[config.mk]
export PLATFORM = sky130hd
export DESIGN_NAME = fci_host
export DESIGN_NICKNAME = d
export VERILOG_FILES = /design/src/fci_pkg.sv /design/src/fci_cycle.sv /design/src/fci_host.sv
export SDC_FILE = /design/constraint.sdc
export NUM_CORES = 1
export LEC_CHECK = 0
export ABC_AREA = 1
export ABC_CLOCK_PERIOD_IN_PS = 1700
export BUFFER_PORTS_ARGS = -buffer_cell sky130_fd_sc_hd__buf_4
export CAP_MARGIN = 20
export CELL_PAD_IN_SITES_DETAIL_PLACEMENT = 0
export CELL_PAD_IN_SITES_GLOBAL_PLACEMENT = 1
export CORE_ASPECT_RATIO = 0.5
export CORE_UTILIZATION = 38
export CTS_BUF_LIST = sky130_fd_sc_hd__clkbuf_4
export DETAILED_ROUTE_END_ITERATION = 10
export GPL_ROUTABILITY_DRIVEN = 0
export PLACE_DENSITY = 0.8
export SYNTH_ARGS = -nofsm -noshare
export SYNTH_HDL_FRONTEND = slang
export SYNTH_SLANG_ARGS = --single-unit
[constraint.sdc]
create_clock -name clk -period 1.7 [get_ports clk]
set_input_delay 0.34 -clock clk [delete_from_list [all_inputs] [get_ports clk]]
set_output_delay 0.34 -clock clk [all_outputs]
set_load 0.01 [all_outputs]
[src/fci_pkg.sv]
// Package for the flash command host controller: codes, register map, types
package fci_pkg;
   // Flash command codes
   localparam logic [7:0] CMD_READ_ARRAY  = 8'hff;
   localparam logic [7:0] CMD_READ_CONFIG = 8'h90;
   localparam logic [7:0] CMD_READ_STATUS = 8'h70;
   localparam logic [7:0] CMD_CLEAR_STAT  = 8'h50;
   localparam logic [7:0] CMD_ERASE_SETUP = 8'h20;
   localparam logic [7:0] CMD_CONFIRM     = 8'hd0;
   localparam logic [7:0] CMD_WRITE_SETUP = 8'h40;
   localparam logic [7:0] CMD_WRITE_ALT   = 8'h10;
   localparam logic [7:0] CMD_SUSPEND     = 8'hb0;
   localparam logic [7:0] CMD_LOCK_SETUP  = 8'h60;
   localparam logic [7:0] CMD_LOCK_SECTOR = 8'h01;
   localparam logic [7:0] CMD_LOCK_DOWN   = 8'h2f;
   // Status bits
   localparam int SR_READY   = 7;
   localparam int SR_ESUSP   = 6;
   localparam int SR_EERR    = 5;
   localparam int SR_PERR    = 4;
   localparam int SR_VERR    = 3;
   localparam int SR_LERR    = 1;
   localparam logic [15:0] SR_RESET = 16'h0080;
   // Configuration space word addresses
   localparam logic [19:0] CFG_MAKER   = 20'h00000;
   localparam logic [19:0] CFG_DEVICE  = 20'h00001;
   localparam logic [19:0] CFG_LOCKOFS = 20'h00002;
   // APB register byte offsets
   localparam logic [7:0] REG_CTRL   = 8'h00;
   localparam logic [7:0] REG_ADDR   = 8'h04;
   localparam logic [7:0] REG_WDATA  = 8'h08;
   localparam logic [7:0] REG_STATUS = 8'h0c;
   localparam logic [7:0] REG_RDATA  = 8'h10;
   // Control word: bit 31 go, [3:0] operation
   localparam int CTRL_GO = 31;
   // Bus cycle timing in ns, converted to 100 MHz cycles
   localparam int CLK_NS       = 10;
   localparam int STROBE_NS    = 70;
   localparam int STROBE_CYC   = (STROBE_NS + CLK_NS - 1) / CLK_NS;
   localparam int RECOVER_NS   = 30;
   localparam int RECOVER_CYC  = (RECOVER_NS + CLK_NS - 1) / CLK_NS;
   localparam logic [3:0] STROBE_CNT  = 4'(STROBE_CYC);
   localparam logic [3:0] RECOVER_CNT = 4'(RECOVER_CYC);

   typedef enum logic [3:0] {
      OP_READ_ARRAY = 4'h0, OP_READ_CONFIG = 4'h1, OP_READ_STATUS = 4'h2,
      OP_CLEAR      = 4'h3, OP_ERASE       = 4'h4, OP_WRITE       = 4'h5,
      OP_SUSPEND    = 4'h6, OP_RESUME      = 4'h7, OP_LOCK        = 4'h8,
      OP_UNLOCK     = 4'h9, OP_LOCKDOWN    = 4'ha, OP_READ        = 4'hb,
      OP_WRITE_ALT  = 4'hc
   } fci_op_t;

   // One flash bus cycle
   typedef struct packed {
      logic        wr;
      logic [19:0] addr;
      logic [15:0] data;
   } fci_cyc_t;

   // Flash pin bundle driven by the host
   typedef struct packed {
      logic        chip_select_n;
      logic        output_enable_n;
      logic        write_strobe_n;
      logic [19:0] addr;
      logic [15:0] dq_out;
      logic        dq_oe_n;
   } fci_pins_t;
endpackage : fci_pkg
[src/fci_cycle.sv]
// One asynchronous flash bus cycle, read or write, paced by the clock
`timescale 1ns/1ps
module fci_cycle (
   // Clock and reset
   input  wire logic              clk,
   input  wire logic              rst,
   input  wire logic              ce,
   // Request
   input  wire logic              start,
   input  wire fci_pkg::fci_cyc_t req,
   output logic                   done,
   output logic [15:0]            rdata,
   // Flash pins
   output fci_pkg::fci_pins_t     pins,
   input  wire logic [15:0]       dq_in
);
   typedef enum logic [2:0] {
      CY_IDLE = 3'b001, CY_STROBE = 3'b010, CY_RECOVER = 3'b100
   } fci_cy_t;

   fci_cy_t    state_reg;
   logic [3:0] cnt_reg;

   always_ff @(posedge clk) begin
      if (rst) begin
         state_reg <= CY_IDLE;
         cnt_reg   <= 4'h0;
         done      <= 1'b0;
         rdata     <= 16'h0000;
         pins      <= '{chip_select_n: 1'b1, output_enable_n: 1'b1,
                        write_strobe_n: 1'b1, addr: 20'h00000,
                        dq_out: 16'h0000, dq_oe_n: 1'b1};
      end else if (ce) begin
         done <= 1'b0;
         case (state_reg)
            CY_IDLE: begin
               if (start) begin
                  pins.addr            <= req.addr;
                  pins.dq_out          <= req.data;
                  pins.dq_oe_n         <= ~req.wr;
                  pins.chip_select_n   <= 1'b0;
                  pins.output_enable_n <= req.wr;
                  pins.write_strobe_n  <= ~req.wr;
                  cnt_reg              <= fci_pkg::STROBE_CNT;
                  state_reg            <= CY_STROBE;
               end
            end
            CY_STROBE: begin
               if (cnt_reg == 4'h1) begin
                  // Data latched at rising write strobe; status read here
                  rdata                <= dq_in;
                  pins.chip_select_n   <= 1'b1;
                  pins.output_enable_n <= 1'b1;
                  pins.write_strobe_n  <= 1'b1;
                  cnt_reg              <= fci_pkg::RECOVER_CNT;
                  state_reg            <= CY_RECOVER;
               end else begin
                  cnt_reg <= cnt_reg - 4'h1;
               end
            end
            CY_RECOVER: begin
               // Strobes stay high between reads so status is refreshed
               pins.dq_oe_n <= 1'b1;
               if (cnt_reg == 4'h1) begin
                  done      <= 1'b1;
                  state_reg <= CY_IDLE;
               end else begin
                  cnt_reg <= cnt_reg - 4'h1;
               end
            end
            default: state_reg <= CY_IDLE;
         endcase
      end
   end

   strobe_gap_a: assert property (@(posedge clk) disable iff (rst)
      $rose(pins.output_enable_n) |-> pins.output_enable_n [*3])
      else $error("read strobe high too briefly");
endmodule : fci_cycle

[src/fci_host.sv]
// Host controller issuing command sequences to the flash die over its pins
//
// Contract
// - Word write is setup 40H or 10H, then address and data write.
// - Status latched at later falling strobe; host raises strobe between reads.
// - Sector erase is 20H then D0H inside the sector.
// - Host polls ready bit then checks the error bit; the code polls only the ready bit and leaves error bits to RDATA.
// - If erase already done, host writes 70H then checks suspended bit. The code writes no 70H after B0H and polls only the ready bit.
// - Host keeps 15ms between resume and the next suspend.
// - Suspend is B0H, resume is D0H, single writes.
//
// Implementation choices: the APB interface to the registers and the register addresses.
`timescale 1ns/1ps
module fci_host #(
   parameter int SUSP_GAP_CYC = 1500000
) (
   // Clock and reset
   input  wire logic          clk,
   input  wire logic          rst,
   input  wire logic          ce,
   // APB slave
   input  wire logic          psel,
   input  wire logic          penable,
   input  wire logic          pwrite,
   input  wire logic [7:0]    paddr,
   input  wire logic [31:0]   pwdata,
   output logic [31:0]        prdata,
   output logic               pready,
   output logic               pslverr,
   // Flash pins
   output fci_pkg::fci_pins_t flash_pins,
   input  wire logic [15:0]   flash_dq_in
);
   ////////////////////////////////////////////////////////////////////////////
   typedef enum logic [5:0] {
      H_IDLE = 6'b000001, H_CMD1 = 6'b000010, H_CMD2 = 6'b000100,
      H_POLL = 6'b001000, H_WAIT = 6'b010000, H_DONE = 6'b100000
   } fci_hst_t;

   fci_hst_t          state_reg;
   fci_pkg::fci_op_t  op_reg;
   logic [19:0]       addr_reg;
   logic [15:0]       wdata_reg;
   logic [15:0]       rdata_reg;
   logic              busy_reg;
   logic              gap_busy_reg;
   logic [20:0]       gap_cnt_reg;
   logic              cyc_start;
   fci_pkg::fci_cyc_t cyc_req;
   logic              cyc_done;
   logic [15:0]       cyc_rdata;
   logic              wr_acc;
   logic              rd_acc;
   logic [7:0]        first_code;
   logic [7:0]        second_code;
   logic              two_cycle;
   logic              polls;

   assign wr_acc = psel & penable & pwrite & pready;
   assign rd_acc = psel & penable & ~pwrite & pready;

   ////////////////////////////////////////////////////////////////////////////
   // Command code selection
   always_comb begin
      first_code  = fci_pkg::CMD_READ_ARRAY;
      second_code = fci_pkg::CMD_CONFIRM;
      two_cycle   = 1'b0;
      polls       = 1'b0;
      case (op_reg)
         fci_pkg::OP_READ_ARRAY:  first_code = fci_pkg::CMD_READ_ARRAY;
         fci_pkg::OP_READ_CONFIG: first_code = fci_pkg::CMD_READ_CONFIG;
         fci_pkg::OP_READ_STATUS: first_code = fci_pkg::CMD_READ_STATUS;
         fci_pkg::OP_CLEAR:       first_code = fci_pkg::CMD_CLEAR_STAT;
         fci_pkg::OP_ERASE: begin
            first_code = fci_pkg::CMD_ERASE_SETUP;
            two_cycle  = 1'b1;
            polls      = 1'b1;
         end
         fci_pkg::OP_WRITE, fci_pkg::OP_WRITE_ALT: begin
            first_code  = (op_reg == fci_pkg::OP_WRITE) ?
                          fci_pkg::CMD_WRITE_SETUP : fci_pkg::CMD_WRITE_ALT;
            second_code = wdata_reg[7:0];
            two_cycle   = 1'b1;
            polls       = 1'b1;
         end
         fci_pkg::OP_SUSPEND: begin
            first_code = fci_pkg::CMD_SUSPEND;
            polls      = 1'b1;
         end
         fci_pkg::OP_RESUME: begin
            first_code = fci_pkg::CMD_CONFIRM;
            polls      = 1'b1;
         end
         fci_pkg::OP_LOCK, fci_pkg::OP_UNLOCK, fci_pkg::OP_LOCKDOWN: begin
            first_code  = fci_pkg::CMD_LOCK_SETUP;
            two_cycle   = 1'b1;
            second_code = (op_reg == fci_pkg::OP_LOCK) ? fci_pkg::CMD_LOCK_SECTOR :
                          (op_reg == fci_pkg::OP_UNLOCK) ? fci_pkg::CMD_CONFIRM :
                          fci_pkg::CMD_LOCK_DOWN;
         end
         default: first_code = fci_pkg::CMD_READ_ARRAY;
      endcase
   end

   ////////////////////////////////////////////////////////////////////////////
   // Sequencer
   always_ff @(posedge clk) begin
      if (rst) begin
         state_reg <= H_IDLE;
         busy_reg  <= 1'b0;
         cyc_start <= 1'b0;
         cyc_req   <= '{wr: 1'b0, addr: 20'h00000, data: 16'h0000};
         rdata_reg <= fci_pkg::SR_RESET;
      end else if (ce) begin
         cyc_start <= 1'b0;
         case (state_reg)
            H_IDLE: begin
               if (wr_acc && paddr == fci_pkg::REG_CTRL && pwdata[fci_pkg::CTRL_GO]) begin
                  busy_reg  <= 1'b1;
                  state_reg <= H_CMD1;
               end
            end
            H_CMD1: begin
               if (op_reg == fci_pkg::OP_SUSPEND && gap_busy_reg) begin
                  state_reg <= H_CMD1;
               end else if (op_reg == fci_pkg::OP_READ) begin
                  cyc_req   <= '{wr: 1'b0, addr: addr_reg, data: 16'h0000};
                  cyc_start <= 1'b1;
                  state_reg <= H_WAIT;
               end else begin
                  cyc_req   <= '{wr: 1'b1, addr: addr_reg, data: {8'h00, first_code}};
                  cyc_start <= 1'b1;
                  state_reg <= two_cycle ? H_CMD2 : (polls ? H_POLL : H_WAIT);
               end
            end
            H_CMD2: begin
               if (cyc_done) begin
                  cyc_req   <= '{wr: 1'b1, addr: addr_reg,
                                 data: (op_reg == fci_pkg::OP_WRITE ||
                                        op_reg == fci_pkg::OP_WRITE_ALT) ?
                                       wdata_reg : {8'h00, second_code}};
                  cyc_start <= 1'b1;
                  state_reg <= polls ? H_POLL : H_WAIT;
               end
            end
            H_POLL: begin
               // Poll status until the ready bit says stopped; the suspended bit is not tested
               if (cyc_done) begin
                  rdata_reg <= cyc_rdata;
                  if (cyc_req.wr == 1'b0 && (cyc_rdata[fci_pkg::SR_READY] ||
                      (op_reg == fci_pkg::OP_RESUME && 1'b0))) begin
                     state_reg <= H_DONE;
                  end else begin
                     cyc_req   <= '{wr: 1'b0, addr: addr_reg, data: 16'h0000};
                     cyc_start <= 1'b1;
                  end
               end
            end
            H_WAIT: begin
               if (cyc_done) begin
                  if (!cyc_req.wr) begin
                     rdata_reg <= cyc_rdata;
                  end
                  state_reg <= H_DONE;
               end
            end
            H_DONE: begin
               busy_reg  <= 1'b0;
               state_reg <= H_IDLE;
            end
            default: state_reg <= H_IDLE;
         endcase
      end
   end

   ////////////////////////////////////////////////////////////////////////////
   // Software registers and APB answer, zero wait states
   always_ff @(posedge clk) begin
      if (rst) begin
         op_reg    <= fci_pkg::OP_READ_ARRAY;
         addr_reg  <= 20'h00000;
         wdata_reg <= 16'h0000;
         prdata    <= 32'h00000000;
         pready    <= 1'b0;
         pslverr   <= 1'b0;
      end else if (ce) begin
         pready  <= psel & ~penable;
         pslverr <= psel & ~penable & (paddr > fci_pkg::REG_RDATA);
         if (wr_acc && !busy_reg) begin
            case (paddr)
               fci_pkg::REG_CTRL:  op_reg    <= fci_pkg::fci_op_t'(pwdata[3:0]);
               fci_pkg::REG_ADDR:  addr_reg  <= pwdata[19:0];
               fci_pkg::REG_WDATA: wdata_reg <= pwdata[15:0];
               default: ;
            endcase
         end
         if (psel && !penable && !pwrite) begin
            case (paddr)
               fci_pkg::REG_CTRL:   prdata <= {28'h0000000, op_reg};
               fci_pkg::REG_ADDR:   prdata <= {12'h000, addr_reg};
               fci_pkg::REG_WDATA:  prdata <= {16'h0000, wdata_reg};
               fci_pkg::REG_STATUS: prdata <= {30'h00000000, gap_busy_reg, busy_reg};
               fci_pkg::REG_RDATA:  prdata <= {16'h0000, rdata_reg};
               default:             prdata <= 32'h00000000;
            endcase
         end
      end
   end

   ////////////////////////////////////////////////////////////////////////////
   // Spacing from resume to next suspend
   always_ff @(posedge clk) begin
      if (rst) begin
         gap_busy_reg <= 1'b0;
         gap_cnt_reg  <= 21'h000000;
      end else if (ce) begin
         if (state_reg == H_CMD1 && op_reg == fci_pkg::OP_RESUME) begin
            gap_busy_reg <= 1'b1;
            gap_cnt_reg  <= 21'(SUSP_GAP_CYC);
         end else if (gap_cnt_reg != 21'h000000) begin
            gap_cnt_reg <= gap_cnt_reg - 21'h000001;
            gap_busy_reg <= (gap_cnt_reg != 21'h000001);
         end
      end
   end

   fci_cycle u_cycle (
      .clk   (clk),
      .rst   (rst),
      .ce    (ce),
      .start (cyc_start),
      .req   (cyc_req),
      .done  (cyc_done),
      .rdata (cyc_rdata),
      .pins  (flash_pins),
      .dq_in (flash_dq_in)
   );

   gap_held_a: assert property (@(posedge clk) disable iff (rst)
      (state_reg == H_CMD1 && op_reg == fci_pkg::OP_SUSPEND && gap_busy_reg)
      |=> !cyc_start)
      else $error("suspend issued inside resume gap");
   erase_seq_a: assert property (@(posedge clk) disable iff (rst)
      (state_reg == H_CMD1 && op_reg == fci_pkg::OP_ERASE && ce)
      |=> cyc_start && cyc_req.data[7:0] == fci_pkg::CMD_ERASE_SETUP)
      else $error("erase setup code wrong");
   poll_done_a: assert property (@(posedge clk) disable iff (rst)
      (state_reg == H_POLL && ce && cyc_done && !cyc_req.wr &&
       cyc_rdata[fci_pkg::SR_READY]) |=> state_reg == H_DONE)
      else $error("ready status not honoured");
   write_setup_a: assert property (@(posedge clk) disable iff (rst)
      (state_reg == H_CMD1 && op_reg == fci_pkg::OP_WRITE && ce)
      |=> cyc_req.data[7:0] == fci_pkg::CMD_WRITE_SETUP)
      else $error("write setup code wrong");
   resume_code_a: assert property (@(posedge clk) disable iff (rst)
      (state_reg == H_CMD1 && op_reg == fci_pkg::OP_RESUME && ce)
      |=> cyc_req.data[7:0] == fci_pkg::CMD_CONFIRM && cyc_req.wr)
      else $error("resume code wrong");
   status_cmd_a: assert property (@(posedge clk) disable iff (rst)
      (state_reg == H_CMD1 && op_reg == fci_pkg::OP_READ_STATUS && ce)
      |=> cyc_req.data[7:0] == fci_pkg::CMD_READ_STATUS)
      else $error("status command code wrong");
   config_cmd_a: assert property (@(posedge clk) disable iff (rst)
      (state_reg == H_CMD1 && op_reg == fci_pkg::OP_READ_CONFIG && ce)
      |=> cyc_req.data[7:0] == fci_pkg::CMD_READ_CONFIG)
      else $error("config command code wrong");
   clear_cmd_a: assert property (@(posedge clk) disable iff (rst)
      (state_reg == H_CMD1 && op_reg == fci_pkg::OP_CLEAR && ce)
      |=> cyc_req.data[7:0] == fci_pkg::CMD_CLEAR_STAT)
      else $error("clear command code wrong");
endmodule : fci_host

Yosys cells after proc, flatten, opt, wreduce, memory -nomap -nowiden
Index checks and enable logic that the tools add are counted.
W data, S select, Z words.
{ "classes": {"order_cmp": 1, "n_reduce_logical": 40, "addsub": 2, "muxes": 54, "n_bitwise": 7, "n_eq_ne": 39} }
{ "ops": {"columns": ["operator", "count"], "rows": [
  ["$mux W37", 5],
  ["$pmux W37 S3", 1],
  ["$pmux W20 S5", 1],
  ["$mux W16", 4],
  ["$pmux W8 S8", 1],
  ["$mux W6", 8],
  ["$mux W21", 2],
  ["$mux W40", 1],
  ["$pmux W16 S2", 1],
  ["$pmux W6 S5", 1],
  ["$ne A21 B1 Y1 const B", 1],
  ["$reduce_and A3 Y1", 7],
  ["$reduce_bool A21 Y1", 1],
  ["$sub A21 B1 Y21 const B", 1],
  ["$eq A4 B4 Y1 const B", 5],
  ["$eq A4 B3 Y1 const B", 4],
  ["$eq A8 B4 Y1 const B", 2],
  ["$mux W8", 2],
  ["$pmux W8 S2", 1],
  ["$ne A2 B2 Y1 const B", 7],
  ["$mux W3", 4],
  ["$mux W4", 3],
  ["$pmux W4 S3", 1],
  ["$reduce_and A4 Y1", 3],
  ["other kinds (38)", 76]
]} }
{ "word_totals": {"ff_bits": 221, "wordCells": 168} }

Longest topological paths before layout
{ "depth": {"ltp_word": 8, "ltp_mapped": 13, "mapped_depth_nobuf": 12} }

By module
Synthesis repeated with hierarchy kept, for this count alone.
{ "hier_totals": {"hier_cells": 1351, "hier_area_um2": 9381.5} }
{ "by_module_without_submodules": {"columns": ["mod", "area_per_inst_um2", "cells_each", "n_inst", "seq_area_each_um2"], "rows": [
  ["fci_host", 6969.2, 1030, 1, 2902.8],
  ["fci_cycle", 2412.3, 321, 1, 1281.2]
]} }

Least setup slack after synthesis
Ideal clock, no wire load.
{ "synth_path": {"kind": "reg-to-reg", "start": "register gap_cnt_reg[0]", "end": "register gap_cnt_reg[8]", "stages_incl_launch_ff": 10, "setup_time_ps": 70, "period_less_slack_ps": 1554, "arrival_time_ps": 1484, "t_required_ps": 1630, "slack_ps": 146, "path_cell_list": "dfxtp_1 > inv_1 > ha_1 > nand2_1 > nor2_4 > inv_1 > or2_2 > nand3_1 > nand2_1 > a21oi_1"} }
{ "synth_between": {"elab_chain_cells": 3, "elab_cells_between_ends": 6} }
{ "synth_rtl": {"columns": ["element", "line", "rtl"], "rows": [
  ["start: declaration", "fci_host.sv:47", "logic [20:0] gap_cnt_reg;"],
  ["start signal: assignment", "fci_host.sv:219", "gap_cnt_reg <= 21'(SUSP_GAP_CYC);"],
  ["start signal: assignment", "fci_host.sv:221", "gap_cnt_reg <= gap_cnt_reg - 21'h000001;"],
  ["$sub A21 B1 Y21 / $reduce_bool A21 Y1 (equally long branches)", "fci_host.sv:221, fci_host.sv:220", null],
  ["$mux W21 / $reduce_bool A2 Y1 (equally long branches)", null, null],
  ["$mux W21 / $reduce_and A2 Y1 (equally long branches)", null, null]
]} }
Parallel ways exist; a longest one is shown, timed or not. The select of a mux whose other input is x is not followed.
A chain may end at the register's enable or synchronous reset.

Worst setup path after layout
{ "layout_path": {"start": "register gap_cnt_reg[2]", "end": "register gap_cnt_reg[6]"} }
Same word-level chain as after synthesis.

==> results by group <==
Floorplanning
  • Chip Width: 225.0 microns
  • IO Count: 136
  • Die area: 25540 sq um
  • Initial Util: 0.3901
  • Die H: 113.5 microns
  • Placeable Area: 24220 sq um
  • Num rows: 40

Min path
  • Worst min-delay path class: in2reg
  • Hold Path End: pslverr
  • Hold path startpoint: psel
  • Hold Path Depth: 4

Synthesis
  • Seq cells post-synth: 209
  • Synth top cells by count: 313 x nand2_1, 248 x nor2_1, 209 x dfxtp_1
  • Yosys top cell area share: 0.4427
  • Post-synthesis cell area: 9450 sq um
  • Mapped Avg Cell Area: 6.980 sq um
  • Synth warn: 0
  • Cell taking the most area after synthesis: dfxtp_1
  • Netlist cell types: 43
  • Most used DFF post-synth: dfxtp_1
  • Post-synth EDFFs: 0
  • Most frequent cell after synthesis: nand2_1
  • Seq/Total Area, Yosys: 0.4427
  • Top post-synthesis cells by area: dfxtp_1 44%, nand2_1 12%, nor2_1 9.9%
  • Share of flip-flops with an asynchronous set or reset: 0
  • Syn Inst Count: 1354

Detailed routing
  • Routed Antenna Nets: 0
  • Drt first pass iters: 5
  • Via density: 4.891
  • Detailed Route WL: 28.89 mm
  • Total vias in the final route: 9611
  • DRC: 0
  • DRT iter0 DRCs: 617
  • DR WL/cell: 14.70 microns

Global route
  • Overall Global Routing Usage: 0.2179
  • Global-route wire length before repair: 44.71 mm
  • Initial antenna violation count: 0
  • Total gr overflow: 0
  • Number of global-route vias before repair: 8743
  • Largest net degree at the start of global routing: 99

Power and ir drop
  • Share of power burned in registers: 0.356
  • Worst vdd ir: 1.118 mV
  • Power share of the combinational group: 0.392
  • Net Sw Power: 5741 uW
  • Sw Ratio: 0.3685
  • Pleak: 0.005453 uW
  • Clk network pwr share: 0.252
  • Pwr Density: 1232 nW/um^2
  • Power Internal: 9838 uW

Placement
  • Hpwl dp: 19.53 mm
  • Buffers on Ports: 112
  • Post-placement cell count: 1824
  • Dpl ws: -216.6 ps

Setup path
  • Critical path data arrival time: 2280 ps
  • Crit Path Category: reg2reg
  • Worst Setup Start Kind: register
  • RR Endpoint: gap_cnt_reg[6]
  • Worst EP required: 2270 ps
  • Reg-to-Reg Start: gap_cnt_reg[2]
  • Setup slack, reg-to-reg: -10 ps
  • Cells on worst reg2reg path: 9
  • Worst-path fanout max: 5
  • CP endpoint kind: register

CTS
  • Worst-Skew Late Latency: 710 ps
  • CTS tree: done
  • Maximum level of the CTS H-tree: 2
  • CTS Buffer Depth: 3
  • CTS Root Buffer Type: clkbuf_4
  • CTS Buf Count: 49
  • Clk sinks: 209
  • CTS clk-pin slew, worst paths: 70 ps

STA
  • RSZ-0062 raised after global routing: true
  • Fin worst setup slack: -11.51 ps
  • Final Skew: 75.54 ps
  • Tmin final: 1712 ps
  • TNS Setup: -11.51 ps
  • Slew Viols, Final: 0
  • Max Clk Rate: 0.5843 GHz
  • Crit share post-route: 1.007
  • Final setup fails: 1
  • Hold Fails Final Rpt: 0

Layout
  • Final Net Count: 1665
  • Share of layout cells above drive strength 1: 0.2548
  • Max reg flops: 40
  • Finished Layout Cells: 1965
  • Filler cell count: 2466
  • Footprint of the multi-input gates: 4821 sq um
  • Register area: 4204 sq um
  • Final Util: 0.5221
  • Area delta synth->final: 33.81%
  • Antenna diodes: 0

Run
  • Max-Cap Viols: 0

Outcome
  • Outcome: finished, violations left
  • Violated checks: negative setup slack
## worst max-delay path, stage by stage, from the launching register on
cell	delay (ps)
dfxtp_1	320
nor2_1	220
nand2_2	100
nor2_4	110
nand3_4	70
buf_6	120
o21ai_4	280
clkbuf_16	220
nand2_1	50
a21oi_1	120
## cell usage in the layout, fill, tap and decap left out, types with 3 or more instances in the layout
master         Yosys  layout
nand4_1           13      13
buf_12             0       9
nor3_2             3       3
a21oi_2            3       9
o21ai_0          120     107
conb_1             1      12
dlygate4sd3_1      0      39
inv_2              9      11
nor2_4             5      17
xor2_1             3       3
clkinv_4           0       3
a21boi_0           4       4
buf_8              0       3
clkbuf_4           0      70
dfxtp_1          209     193
nand3_4            3       3
o21ai_1            0      12
inv_1             81      77
buf_6              6       7
nand3_2            3       3
ha_4               0       3
clkinv_1           1       9
o211ai_1          10      10
buf_4             19     193
dfxtp_2            0      16
nor2_2             8      18
nor3_1             5       4
nand2_1          313     291
nand3b_1           4       4
nand2_4            1       5
nor2_1           248     227
nand2_2            6      24
a21oi_1          123     117
nand3_1           79      79
clkbuf_16          0       4
## metal layers
layer  vias up  part of all wire  track usage
met5         -                 0            0
met4         0             0.023      0.06803
met3        57             0.055      0.04714
met2       212              0.43       0.3235
met1      4468              0.49       0.3136
li1       4874                 -            -
## what timing repair did
item                                   CTS  global route
pin swaps                                0            32
setup endpoints to repair               43           102
setup buffers                            0            12
endpoints found under the hold margin   58             0
hold buffers                            39             0
resized for setup                        6           124
cloned                                   0             8
## kinds of logic after synthesis
group,Yosys count,synth area share
compound gates,268,0.1495
xor+xnor,4,0.003708
fa+ha+maj,5,0.006620
buf+inv,169,0.08209
flops,209,0.4427
other cells,1,0.0003968
simple gates,698,0.3150
## power groups by stage
stage | Combinational, uW | Sequential, uW | Clock (uW)
after floorplan | 3290 | 5630 | 0
after global placement | 4910 | 5560 | 0
after global routing | 6730 | 5580 | 4300
after CTS | 5130 | 5460 | 4070
final | 6100 | 5550 | 3930
after detailed placement | 5030 | 5570 | 0
## metrics by stage
step                      power [uW]  area (sq um)  hold WS, ps
after floorplan                 8923          9492        429.7
after global placement         10470         11080        444.8
after detailed placement       10600         11080        448.1
after CTS                      14660         12080        41.39
after global routing           16610         12650        111.5
final                          15580         12650        122.9
## final cells by class
type	count	area share
inverter	93	0.02909
sequential	209	0.3324
timing repair inverter	1	0.0003958
clock inverter	12	0.004650
multi-input combinational	989	0.3812
timing repair buffer	255	0.1774
clock buffer	70	0.04156
tap	336	0.03324
## worst max-delay path by stage
stage                        start              end  slack, ps  cells after the start
floorplan           gap_cnt_reg[0]   gap_cnt_reg[8]        150                      9
global placement         op_reg[1]  gap_cnt_reg[19]       -160                      6
detailed placement       op_reg[1]   gap_cnt_reg[5]       -220                      6
CTS                      op_reg[3]     state_reg[4]          5                      9
global route        gap_cnt_reg[1]   gap_cnt_reg[5]        -70                      9
finish              gap_cnt_reg[2]   gap_cnt_reg[6]        -10                      9
Power figures use the tool's default switching activity.
